<file path="src/verilog/interval_timer_pkg.sv">
// constants for the periodic interval timer
package interval_timer_pkg;
   localparam logic [3:0]  OFF_MODE      = 4'h0;
   localparam logic [3:0]  OFF_STATUS    = 4'h4;
   localparam logic [3:0]  OFF_VALUE_ACK = 4'h8;
   localparam logic [3:0]  OFF_VALUE_IMG = 4'hc;
   localparam int          COUNT_W       = 20;
   localparam int          TALLY_W       = 12;
   localparam int          PRESCALE_W    = 4;
   localparam logic [3:0]  PRESCALE_LAST = 4'hf;
   localparam logic [19:0] LIMIT_RESET   = 20'hfffff;
   localparam int          LIMIT_LSB     = 0;
   localparam int          TALLY_LSB     = 20;
   localparam int          TIMER_ON_BIT  = 24;
   localparam int          IRQ_EN_BIT    = 25;
   localparam int          FLAG_BIT      = 0;
endpackage

</file>
<file path="src/verilog/periodic_interval_timer.sv">
// periodic interval timer with apb register slave
// What this block does
// holds a 20-bit interval count and a 12-bit overflow tally
// both counters advance at master clock divided by sixteen
// count rises from zero; at limit returns to zero, tally plus one
// limit reached sets flag; interrupt only while irq enable is one
// writing a new limit neither resets nor restarts the counters
// value read returns counters, clears tally and flag
// tally holds intervals completed since the last value read
// image read returns counters with no side effect
// timer enable resets low; changes apply only while count is zero
// after disable count runs to limit, returns to zero, then stops
// both counters freeze while the core is in debug state
// limit sits in mode bits 19..0; period is limit plus one ticks
// mode bit 24 is timer enable
// mode bit 25 is interrupt enable gating the flag onto the irq
// value words: count in 19..0, tally in 31..20; flag in status bit 0
// tally wraps from its maximum to zero without a value read
`timescale 1ns/1ps
`default_nettype none
module periodic_interval_timer #(
   parameter int COUNT_W    = interval_timer_pkg::COUNT_W,   // interval counter width
   parameter int TALLY_W    = interval_timer_pkg::TALLY_W,   // overflow tally width
   parameter int PRESCALE_W = interval_timer_pkg::PRESCALE_W // divider is two to this power
) (
   input  wire logic        I_CLK,
   input  wire logic        I_RST_N,
   input  wire logic        I_DEBUG_HALT,
   input  wire logic        I_PSEL,
   input  wire logic        I_PENABLE,
   input  wire logic        I_PWRITE,
   input  wire logic [31:0] I_PADDR,
   input  wire logic [31:0] I_PWDATA,
   output logic [31:0]      O_PRDATA,
   output logic             O_PREADY,
   output logic             O_PSLVERR,
   output logic             O_IRQ
);
   // timing in short: the prescaler free-runs from reset and gives one tick
   // every sixteen clocks; each tick moves the interval counter while the
   // timer runs; the tick on which the count equals the limit is a wrap,
   // which returns the count to zero, bumps the tally and raises the flag.
   // the interrupt follows the gated flag one clock later.

   // prescaler phase; it only moves while the core runs
   logic [PRESCALE_W-1:0] presc_q;

   // interval counter and the tally of completed intervals
   logic [COUNT_W-1:0]    count_q;
   logic [TALLY_W-1:0]    tally_q;

   // interval flag, shown in the status word
   logic                  flag_q;

   // mode fields as software last wrote them
   logic [COUNT_W-1:0]    limit_q;
   logic                  on_req_q;
   logic                  irq_en_q;

   // enable as the counter obeys it, which lags the mode bit
   logic                  running_q;

   // a wrap that landed on the edge where read data was captured
   logic                  wrap_cap_q;

   // per-clock strobes of the counting path
   logic                  tick;
   logic                  step;
   logic                  wrap;
   logic                  at_zero;

   // bus phase strobes
   logic                  acc;
   logic                  setup_rd;
   logic                  wr;
   logic                  rd;

   // register hits and their qualified strobes
   logic                  hit_mode;
   logic                  hit_status;
   logic                  hit_ack;
   logic                  hit_image;
   logic                  mapped;
   logic                  wr_mode;
   logic                  rd_ack;

   // read words as they would be presented
   logic [3:0]            offs;
   logic [31:0]           mode_word;
   logic [31:0]           status_word;
   logic [31:0]           value_word;
   logic [31:0]           rdata;

   // decode a word offset into the register window
   function automatic logic is_reg(input logic [31:0] a, input logic [3:0] off);
      is_reg = (a[31:4] == 28'h0000000) && (a[3:0] == off);
   endfunction

   // next count on a counting step: zero at a wrap, else one up
   function automatic logic [COUNT_W-1:0] next_count(input logic [COUNT_W-1:0] c, input logic w);
      next_count = w ? {COUNT_W{1'b0}} : c + COUNT_W'(1);
   endfunction

   // tally plus the wraps given; past its maximum it rolls over to zero
   function automatic logic [TALLY_W-1:0] add_wraps(input logic [TALLY_W-1:0] t, input logic a, input logic b);
      add_wraps = t + TALLY_W'(a) + TALLY_W'(b);
   endfunction

   // value and image share one layout, count low and tally high
   function automatic logic [31:0] pack_value(input logic [COUNT_W-1:0] c, input logic [TALLY_W-1:0] t);
      pack_value = 32'h00000000;
      pack_value[interval_timer_pkg::LIMIT_LSB +: COUNT_W] = c;
      pack_value[interval_timer_pkg::TALLY_LSB +: TALLY_W] = t;
   endfunction

   // apb phases: single-cycle access phase, data captured in setup
   assign acc      = I_PSEL & I_PENABLE;
   assign setup_rd = I_PSEL & ~I_PENABLE & ~I_PWRITE;
   assign wr       = acc & I_PWRITE;
   assign rd       = acc & ~I_PWRITE;
   assign offs     = I_PADDR[3:0];

   // register hits; anything else in the address is a hole
   assign hit_mode   = is_reg(I_PADDR, interval_timer_pkg::OFF_MODE);
   assign hit_status = is_reg(I_PADDR, interval_timer_pkg::OFF_STATUS);
   assign hit_ack    = is_reg(I_PADDR, interval_timer_pkg::OFF_VALUE_ACK);
   assign hit_image  = is_reg(I_PADDR, interval_timer_pkg::OFF_VALUE_IMG);
   assign mapped     = hit_mode | hit_status | hit_ack | hit_image;
   assign wr_mode    = wr & hit_mode;
   assign rd_ack     = rd & hit_ack;

   // never a wait state; holes answer with an error and no side effect
   assign O_PREADY  = 1'b1;
   assign O_PSLVERR = acc & ~mapped;

   // debug halt freezes the prescaler so no tick is lost or gained
   assign tick    = (presc_q == PRESCALE_W'(interval_timer_pkg::PRESCALE_LAST)) & ~I_DEBUG_HALT;
   assign step    = tick & running_q;
   assign at_zero = (count_q == {COUNT_W{1'b0}});
   assign wrap    = step & (count_q == limit_q);

   // a limit written below the running count is only met after the count
   // rolls over its full width; software should change the limit at zero.

   // master clock divider by sixteen
   always_ff @(posedge I_CLK or negedge I_RST_N) begin
      if (!I_RST_N) begin
         presc_q <= {PRESCALE_W{1'b0}};
      end else if (!I_DEBUG_HALT) begin
         presc_q <= presc_q + PRESCALE_W'(1);
      end
   end

   // mode register; limit write leaves the counters alone
   always_ff @(posedge I_CLK or negedge I_RST_N) begin
      if (!I_RST_N) begin
         limit_q  <= COUNT_W'(interval_timer_pkg::LIMIT_RESET);
         on_req_q <= 1'b0;
         irq_en_q <= 1'b0;
      end else if (wr_mode) begin
         limit_q  <= I_PWDATA[interval_timer_pkg::LIMIT_LSB +: COUNT_W];
         on_req_q <= I_PWDATA[interval_timer_pkg::TIMER_ON_BIT];
         irq_en_q <= I_PWDATA[interval_timer_pkg::IRQ_EN_BIT];
      end
   end

   // enable takes effect only at count zero, so a disable finishes the interval;
   // a step leaving zero keeps the old state so the interval is not cut short
   always_ff @(posedge I_CLK or negedge I_RST_N) begin
      if (!I_RST_N) begin
         running_q <= 1'b0;
      end else if (at_zero && !step) begin
         running_q <= on_req_q;
      end else if (wrap) begin
         running_q <= on_req_q;
      end
   end

   // interval counter; frozen between ticks and while stopped
   always_ff @(posedge I_CLK or negedge I_RST_N) begin
      if (!I_RST_N) begin
         count_q <= {COUNT_W{1'b0}};
      end else if (step) begin
         count_q <= next_count(count_q, wrap);
      end
   end

   // read data is captured one edge before the acknowledge clears the tally;
   // a wrap on the capture edge is not in the snapshot and must survive
   always_ff @(posedge I_CLK or negedge I_RST_N) begin
      if (!I_RST_N) begin
         wrap_cap_q <= 1'b0;
      end else if (setup_rd) begin
         wrap_cap_q <= wrap;
      end
   end

   // overflow tally; the acknowledge keeps only wraps the reader has not seen
   always_ff @(posedge I_CLK or negedge I_RST_N) begin
      if (!I_RST_N) begin
         tally_q <= {TALLY_W{1'b0}};
      end else if (rd_ack) begin
         tally_q <= add_wraps({TALLY_W{1'b0}}, wrap_cap_q, wrap);
      end else if (wrap) begin
         tally_q <= add_wraps(tally_q, 1'b1, 1'b0);
      end
   end

   // interval flag: set wins over the read clear, unseen wraps keep it up
   always_ff @(posedge I_CLK or negedge I_RST_N) begin
      if (!I_RST_N) begin
         flag_q <= 1'b0;
      end else if (wrap) begin
         flag_q <= 1'b1;
      end else if (rd_ack) begin
         flag_q <= wrap_cap_q;
      end
   end

   // register words; image and value are identical, only side effects differ
   always_comb begin
      mode_word = 32'h00000000;
      mode_word[interval_timer_pkg::LIMIT_LSB +: COUNT_W] = limit_q;
      mode_word[interval_timer_pkg::TIMER_ON_BIT] = on_req_q;
      mode_word[interval_timer_pkg::IRQ_EN_BIT]   = irq_en_q;
      status_word = 32'h00000000;
      status_word[interval_timer_pkg::FLAG_BIT] = flag_q;
      value_word = pack_value(count_q, tally_q);
   end

   // read mux; holes read as zero
   always_comb begin
      rdata = 32'h00000000;
      case (offs)
         interval_timer_pkg::OFF_MODE: begin
            rdata = mode_word;
         end
         interval_timer_pkg::OFF_STATUS: begin
            rdata = status_word;
         end
         interval_timer_pkg::OFF_VALUE_ACK,
         interval_timer_pkg::OFF_VALUE_IMG: begin
            rdata = value_word;
         end
         default: begin
            rdata = 32'h00000000;
         end
      endcase
      if (!mapped) begin
         rdata = 32'h00000000;
      end
   end

   // read data registered in the setup cycle so it is stable in the access phase;
   // the price is a snapshot one clock old, which the tally logic accounts for
   always_ff @(posedge I_CLK or negedge I_RST_N) begin
      if (!I_RST_N) begin
         O_PRDATA <= 32'h00000000;
      end else if (setup_rd) begin
         O_PRDATA <= rdata;
      end
   end

   // interrupt is a registered copy of flag gated by enable, free of decode glitches
   always_ff @(posedge I_CLK or negedge I_RST_N) begin
      if (!I_RST_N) begin
         O_IRQ <= 1'b0;
      end else begin
         O_IRQ <= irq_en_q & flag_q;
      end
   end
endmodule
`default_nettype wire

</file>
<file path="config.mk">
export PLATFORM = sky130hd
export DESIGN_NAME = periodic_interval_timer
export DESIGN_NICKNAME = d
export VERILOG_FILES = /design/src/verilog/interval_timer_pkg.sv /design/src/verilog/periodic_interval_timer.sv
export SDC_FILE = /design/constraint.sdc
export NUM_CORES = 1
export LEC_CHECK = 0
export ABC_AREA = 1
export BUFFER_PORTS_ARGS = -buffer_cell sky130_fd_sc_hd__buf_2
export CAP_MARGIN = 20
export CORE_ASPECT_RATIO = 1.75
export CORE_MARGIN = 2
export CORE_UTILIZATION = 45
export DETAILED_ROUTE_END_ITERATION = 10
export PLACE_DENSITY = 0.79
export SYNTH_ARGS = -nofsm -noshare
export SYNTH_HDL_FRONTEND = slang
export SYNTH_SLANG_ARGS = --single-unit
</file>
<file path="constraint.sdc">
create_clock -name I_CLK -period 3.55 [get_ports I_CLK]
set_input_delay 1.065 -clock I_CLK [delete_from_list [all_inputs] [get_ports I_CLK]]
set_output_delay 1.065 -clock I_CLK [all_outputs]
set_load 0.02 [all_outputs]
</file>
After elaboration in Yosys (flattened, before gate mapping)
Index checks and enable logic that the tools add are counted.

Register bits: 94. Logic and storage cells: 60. Bits of input ports: 70. Output and inout port bits: 35.

Bitwise operators: 19. Equal/unequal tests: 5. Multiplexer cells: 9. Reductions and logical operators: 12. $add $sub $neg: 4.

Operator list (number): 32-bit case mux with 3 select lines (1); 32-bit 2-to-1 mux (1); 28-bit zero test (1); 12-bit 2-to-1 mux (2); 20-bit by 1-bit adder with 20-bit output, second input constant (1); 20-bit equality test (1); 20-bit zero test (1); 20-bit 2-to-1 mux (1); 12-bit by 1-bit adder with 12-bit output, second input constant (1); 1-bit AND (12); 4-bit equality test, second input constant (3); 1-bit logical AND (5); 4-bit by 1-bit adder with 4-bit output, second input constant (1); 4-bit by 3-bit equality test with 1-bit output, second input constant (1); 4-bit zero test (1); 1-bit 2-to-1 mux (4); 1-bit inverter (4); 2-bit nonzero test (2); 1-bit bitwise OR (3); 1-bit by 1-bit adder with 2-bit output (1); 2-bit OR reduction (1); 1-bit zero test (1).

Depth between registers and ports, before layout
Word-level depth: 7. Gate-level depth with buffers: 13. Mapped depth without buffers: 13.

Worst setup path after synthesis
OpenSTA, ideal clock, no wires.

Path kind: input-to-output. From: input port I_PADDR[27]. To: output port O_PSLVERR. Data required time: 2.485 ns. Data arrival time: 1.981 ns. Slack: 0.504 ns. Stages on the path: 7. Path through: nor2_1 > nand2_1 > nor2_1 > nand2_1 > nor3_2 > buf_2 > nor2_1.

Longest elaborated chain between the ends: 7. Elaborated cells on any way between the ends: 10. Classes of those cells: bitwise (5); reduce/logical (5).

RTL lines: start: declaration (RTL line periodic_interval_timer.sv:32) `input wire logic [31:0] I_PADDR,`; 28-bit zero test * (RTL line periodic_interval_timer.sv:96) `is_reg = (a[31:4] == 28'h0000000) && (a[3:0] == off);`; 1-bit logical AND (RTL line periodic_interval_timer.sv:96); 1-bit bitwise OR (2 in series) (RTL line periodic_interval_timer.sv:128) `assign mapped = hit_mode | hit_status | hit_ack | hit_image;`; 1-bit bitwise OR * (RTL line periodic_interval_timer.sv:128); 1-bit inverter * (RTL line periodic_interval_timer.sv:134) `assign O_PSLVERR = acc & ~mapped;`; 1-bit AND * (RTL line periodic_interval_timer.sv:134); end: declaration (RTL line periodic_interval_timer.sv:36) `output logic O_PSLVERR,`.

Mark *: on every way between the ends. The rest lies on a longest branch, timed or not.

Final worst setup path
Same ends and word-level chain as after synthesis.

==> impl_metrics.yaml <==
sta:
  final_max_slew_viol_count: 0
  setup_violations: 0
  min_period_ns: 3.02
  fmax_mhz: 331
  min_period_over_period_pct: 85.0
  grt_setup_unrepaired: "false"
  fin_setup_tns_ns: 0
  tightest_slew_ns: 0.761
  max_slew_margin_pct: 49.1
  final_hold_viol_count: 0
  fin_skew_ns: 0.00823
clock_network:
  post_cts_buffers: 0
  htree_levels: 3
  cts-root-buf: "clkbuf_16"
  cts_resized: 0
  cts_tree: "built"
  clockBufferDepth: 2
  cts.sinks: 94
  hold_buffers: 0
  path_clk_slew_ns: 0.07
  cts_made_buffers: 9
  clkLatencyLatePin_ns: 0.35
hold_path:
  min-delay-start: "O_PRDATA[21]"
  holdCritPathClass: "flop to flop"
worst_setup_path:
  crit_start: "I_PADDR[27]"
  cp-end-kind: "output pin"
  crit_arrival_ns: 1.95
  rr_endpoint: "tally_q[0]"
  r2r_slack_ns: 1.48
  crit_type: "input port to output pin"
  r2r_start: "limit_q[16]"
  cp-endpoint: "O_PSLVERR"
  r2r_cells: 12
  cp-start-kind: "input port"
  required_ns: 2.48
  worstPathMaxFanout: 2
die:
  ios: 105
  die_h_um: 147
  std_cell_rows: 52
  start_util_pct: 45.6
  die_area_um2: 12500
  core_area_um2: 11500
  floorplan.die.width_um: 85.4
job:
  cap_violations: 0
global_routing:
  track_usage_pct: 22.1
  grt_overflow: 0
  grt_pass1_wl_mm: 22.0
  antenna_found_initial: 1
  grt_max_degree: 46
  grt_pass1_vias: 4829
synth:
  synth_top_family_by_area: "simple AND/OR/NAND/NOR gates"
  syn_nets: 746
  syn_avg_cell_area_um2: 7.80
  synth_warnings: 0
  synthMuxAreaShare_pct: 0
  synthSimpleGateAreaFrac_pct: 30.4
  ys_seq_elements: 94
  synth_xor_area_share_pct: 2.68
  synth.distinct_cells: 39
  synthAdderAreaFrac_pct: 1.44
  ys_seq_area_share_pct: 45.5
  synthCells: 670
  synth_area_um2: 5220
  synth_compound_area_share_pct: 11.4
finish:
  utilization_pct: 54.2
  ff_latch_area_um2: 2380
  fin_cells: 905
  nNetsFinal: 840
  fill_cells: 1081
  area_growth_pct: 18.8
  drive_above_1_share_pct: 24.2
  multiInputGateArea_um2: 2400
  design_area_um2: 6210
route:
  vias: 4748
  initialDrtViolationCount: 249
  viasPerCell: 5.25
  drc: 0
  ant_nets: 0
  first_pass_iters: 4
  wl_mm: 13.5
  wl_per_cell_um: 14.9
placed_design:
  dp_cells: 888
  post-dp-hpwl_mm: 9.81
  place_congestion: 0.906
  portBuffers: 93
  placed_area_um2: 5850
pwr:
  power.density_nw_per_um2: 386
  peakVddDrop_mv: 0.382
  leakage_uw: 0.00339
status:
  outcome: "complete, no violations"
## layer usage
metal / GRT usage [%] / up-vias / share of wire (%) / wire length (µm)
met1: 23.8 / 2216 / 39 / 5220
met3: 4.41 / 41 / 3.5 / 477
met5: 0 / - / 0 / 0
li1: - / 2374 / - / -
met4: 12.4 / 0 / 4.7 / 629
met2: 39.3 / 117 / 53 / 7180
## critical path, stage by stage
cell and delay [ns]:
buf_2 0.09, nor2_1 0.10, nand2_1 0.06, nor2_1 0.09
nand2_1 0.11, nor3_2 0.20, nor2_1 0.06, buf_2 0.16
## cell type report
type | instances | area share [%]
Multi-Input combinational cell | 464 | 38.7
Sequential cell | 94 | 38.3
Timing Repair Buffer | 102 | 8.83
Inverter | 93 | 5.62
Clock buffer | 11 | 4.07
Tap cell | 135 | 2.72
Clock inverter | 5 | 1.69
Antenna cell | 1 | 0.0403
## cells by family after synthesis
family / after synthesis
other: 1
flip-flops: 94
AO/OA/AOI/OAI: 95
AND/OR/NAND/NOR: 346
adder cells (fa/ha/maj): 6
buffers and inverters: 112
XOR/XNOR: 16
## cells in the mapped netlist (all sizes together)
library cell | number | share of area (%)
nand2 | 161 | 12
nor2 | 97 | 8.3
inv | 93 | 6.7
dfrtp | 74 | 35
nand3 | 43 | 4.6
a21oi | 28 | 2.7
nand4 | 24 | 3.1
o21ai | 23 | 2.3
a22o | 21 | 3.5
o22ai | 21 | 2.5
dfstp | 20 | 10
nor3 | 15 | 2.0
xor2 | 15 | 2.5
buf | 11 | 1.2
clkbuf | 8 | 0.57
ha | 6 | 1.4
o211ai | 2 | 0.38
and2 | 1 | 0.12
and3 | 1 | 0.12
conb | 1 | 0.072
nand3b | 1 | 0.14
nor3b | 1 | 0.14
nor4 | 1 | 0.12
or2 | 1 | 0.12
xnor2 | 1 | 0.17
## cells in the final DEF (no fill, tap or decap), types with 5 or more instances in the layout
| cell | instances |
|---|---|
| buf_2 | 92 |
| inv_2 | 20 |
| nand3_2 | 5 |
| a22o_1 | 21 |
| nand4_1 | 22 |
| o21ai_0 | 17 |
| nor2_4 | 5 |
| xor2_1 | 15 |
| o22ai_1 | 21 |
| clkbuf_16 | 9 |
| dfstp_2 | 20 |
| ha_1 | 6 |
| nor3_1 | 12 |
| nor2_2 | 6 |
| a21oi_1 | 28 |
| buf_4 | 9 |
| inv_1 | 73 |
| o21ai_1 | 5 |
| dfrtp_1 | 74 |
| nor2_1 | 85 |
| nand2_1 | 158 |
| nand3_1 | 38 |
## how the worst min path moves through the flow
stage                         to  slack [ns]  cells after the start
floorplan                  O_IRQ        0.43                      2
global placement     O_PRDATA[0]        0.46                      2
detailed placement  O_PRDATA[21]        0.47                      2
CTS                 O_PRDATA[21]        0.49                      2
global route        O_PRDATA[23]        0.51                      2
finish              O_PRDATA[21]        0.49                      2
## power breakdown
| part | switching, µW | leakage (µW) | internal (µW) |
|---|---|---|---|
| clock | 420 | 0.000168 | 727 |
| sequential | 20.9 | 0.00115 | 1100 |
| combinational | 75.0 | 0.00207 | 56.1 |
| total | 516 | 0.00339 | 1880 |
## stage by stage
step / setup slack (ns) / total power, µW / hold WS, ns
6_report: 0.533 / 2390 / 0.486
5_1_grt: 0.435 / 2470 / 0.508
4_1_cts: 0.541 / 2410 / 0.488
3_5_place_dp: 0.546 / 1270 / 0.472
3_3_place_gp: 0.556 / 1260 / 0.461
2_1_floorplan: 0.504 / 1190 / 0.433
## sequential cells by signal, summed over array words and instances (netlist names)
register	flops
O_PRDATA	32
count_q	20
running_q	1
on_req_q	1
tally_q	12
limit_q	20
wrap_cap_q	1
irq_en_q	1
presc_q	4
O_IRQ	1
flag_q	1
(Power assumes the default switching activity.)
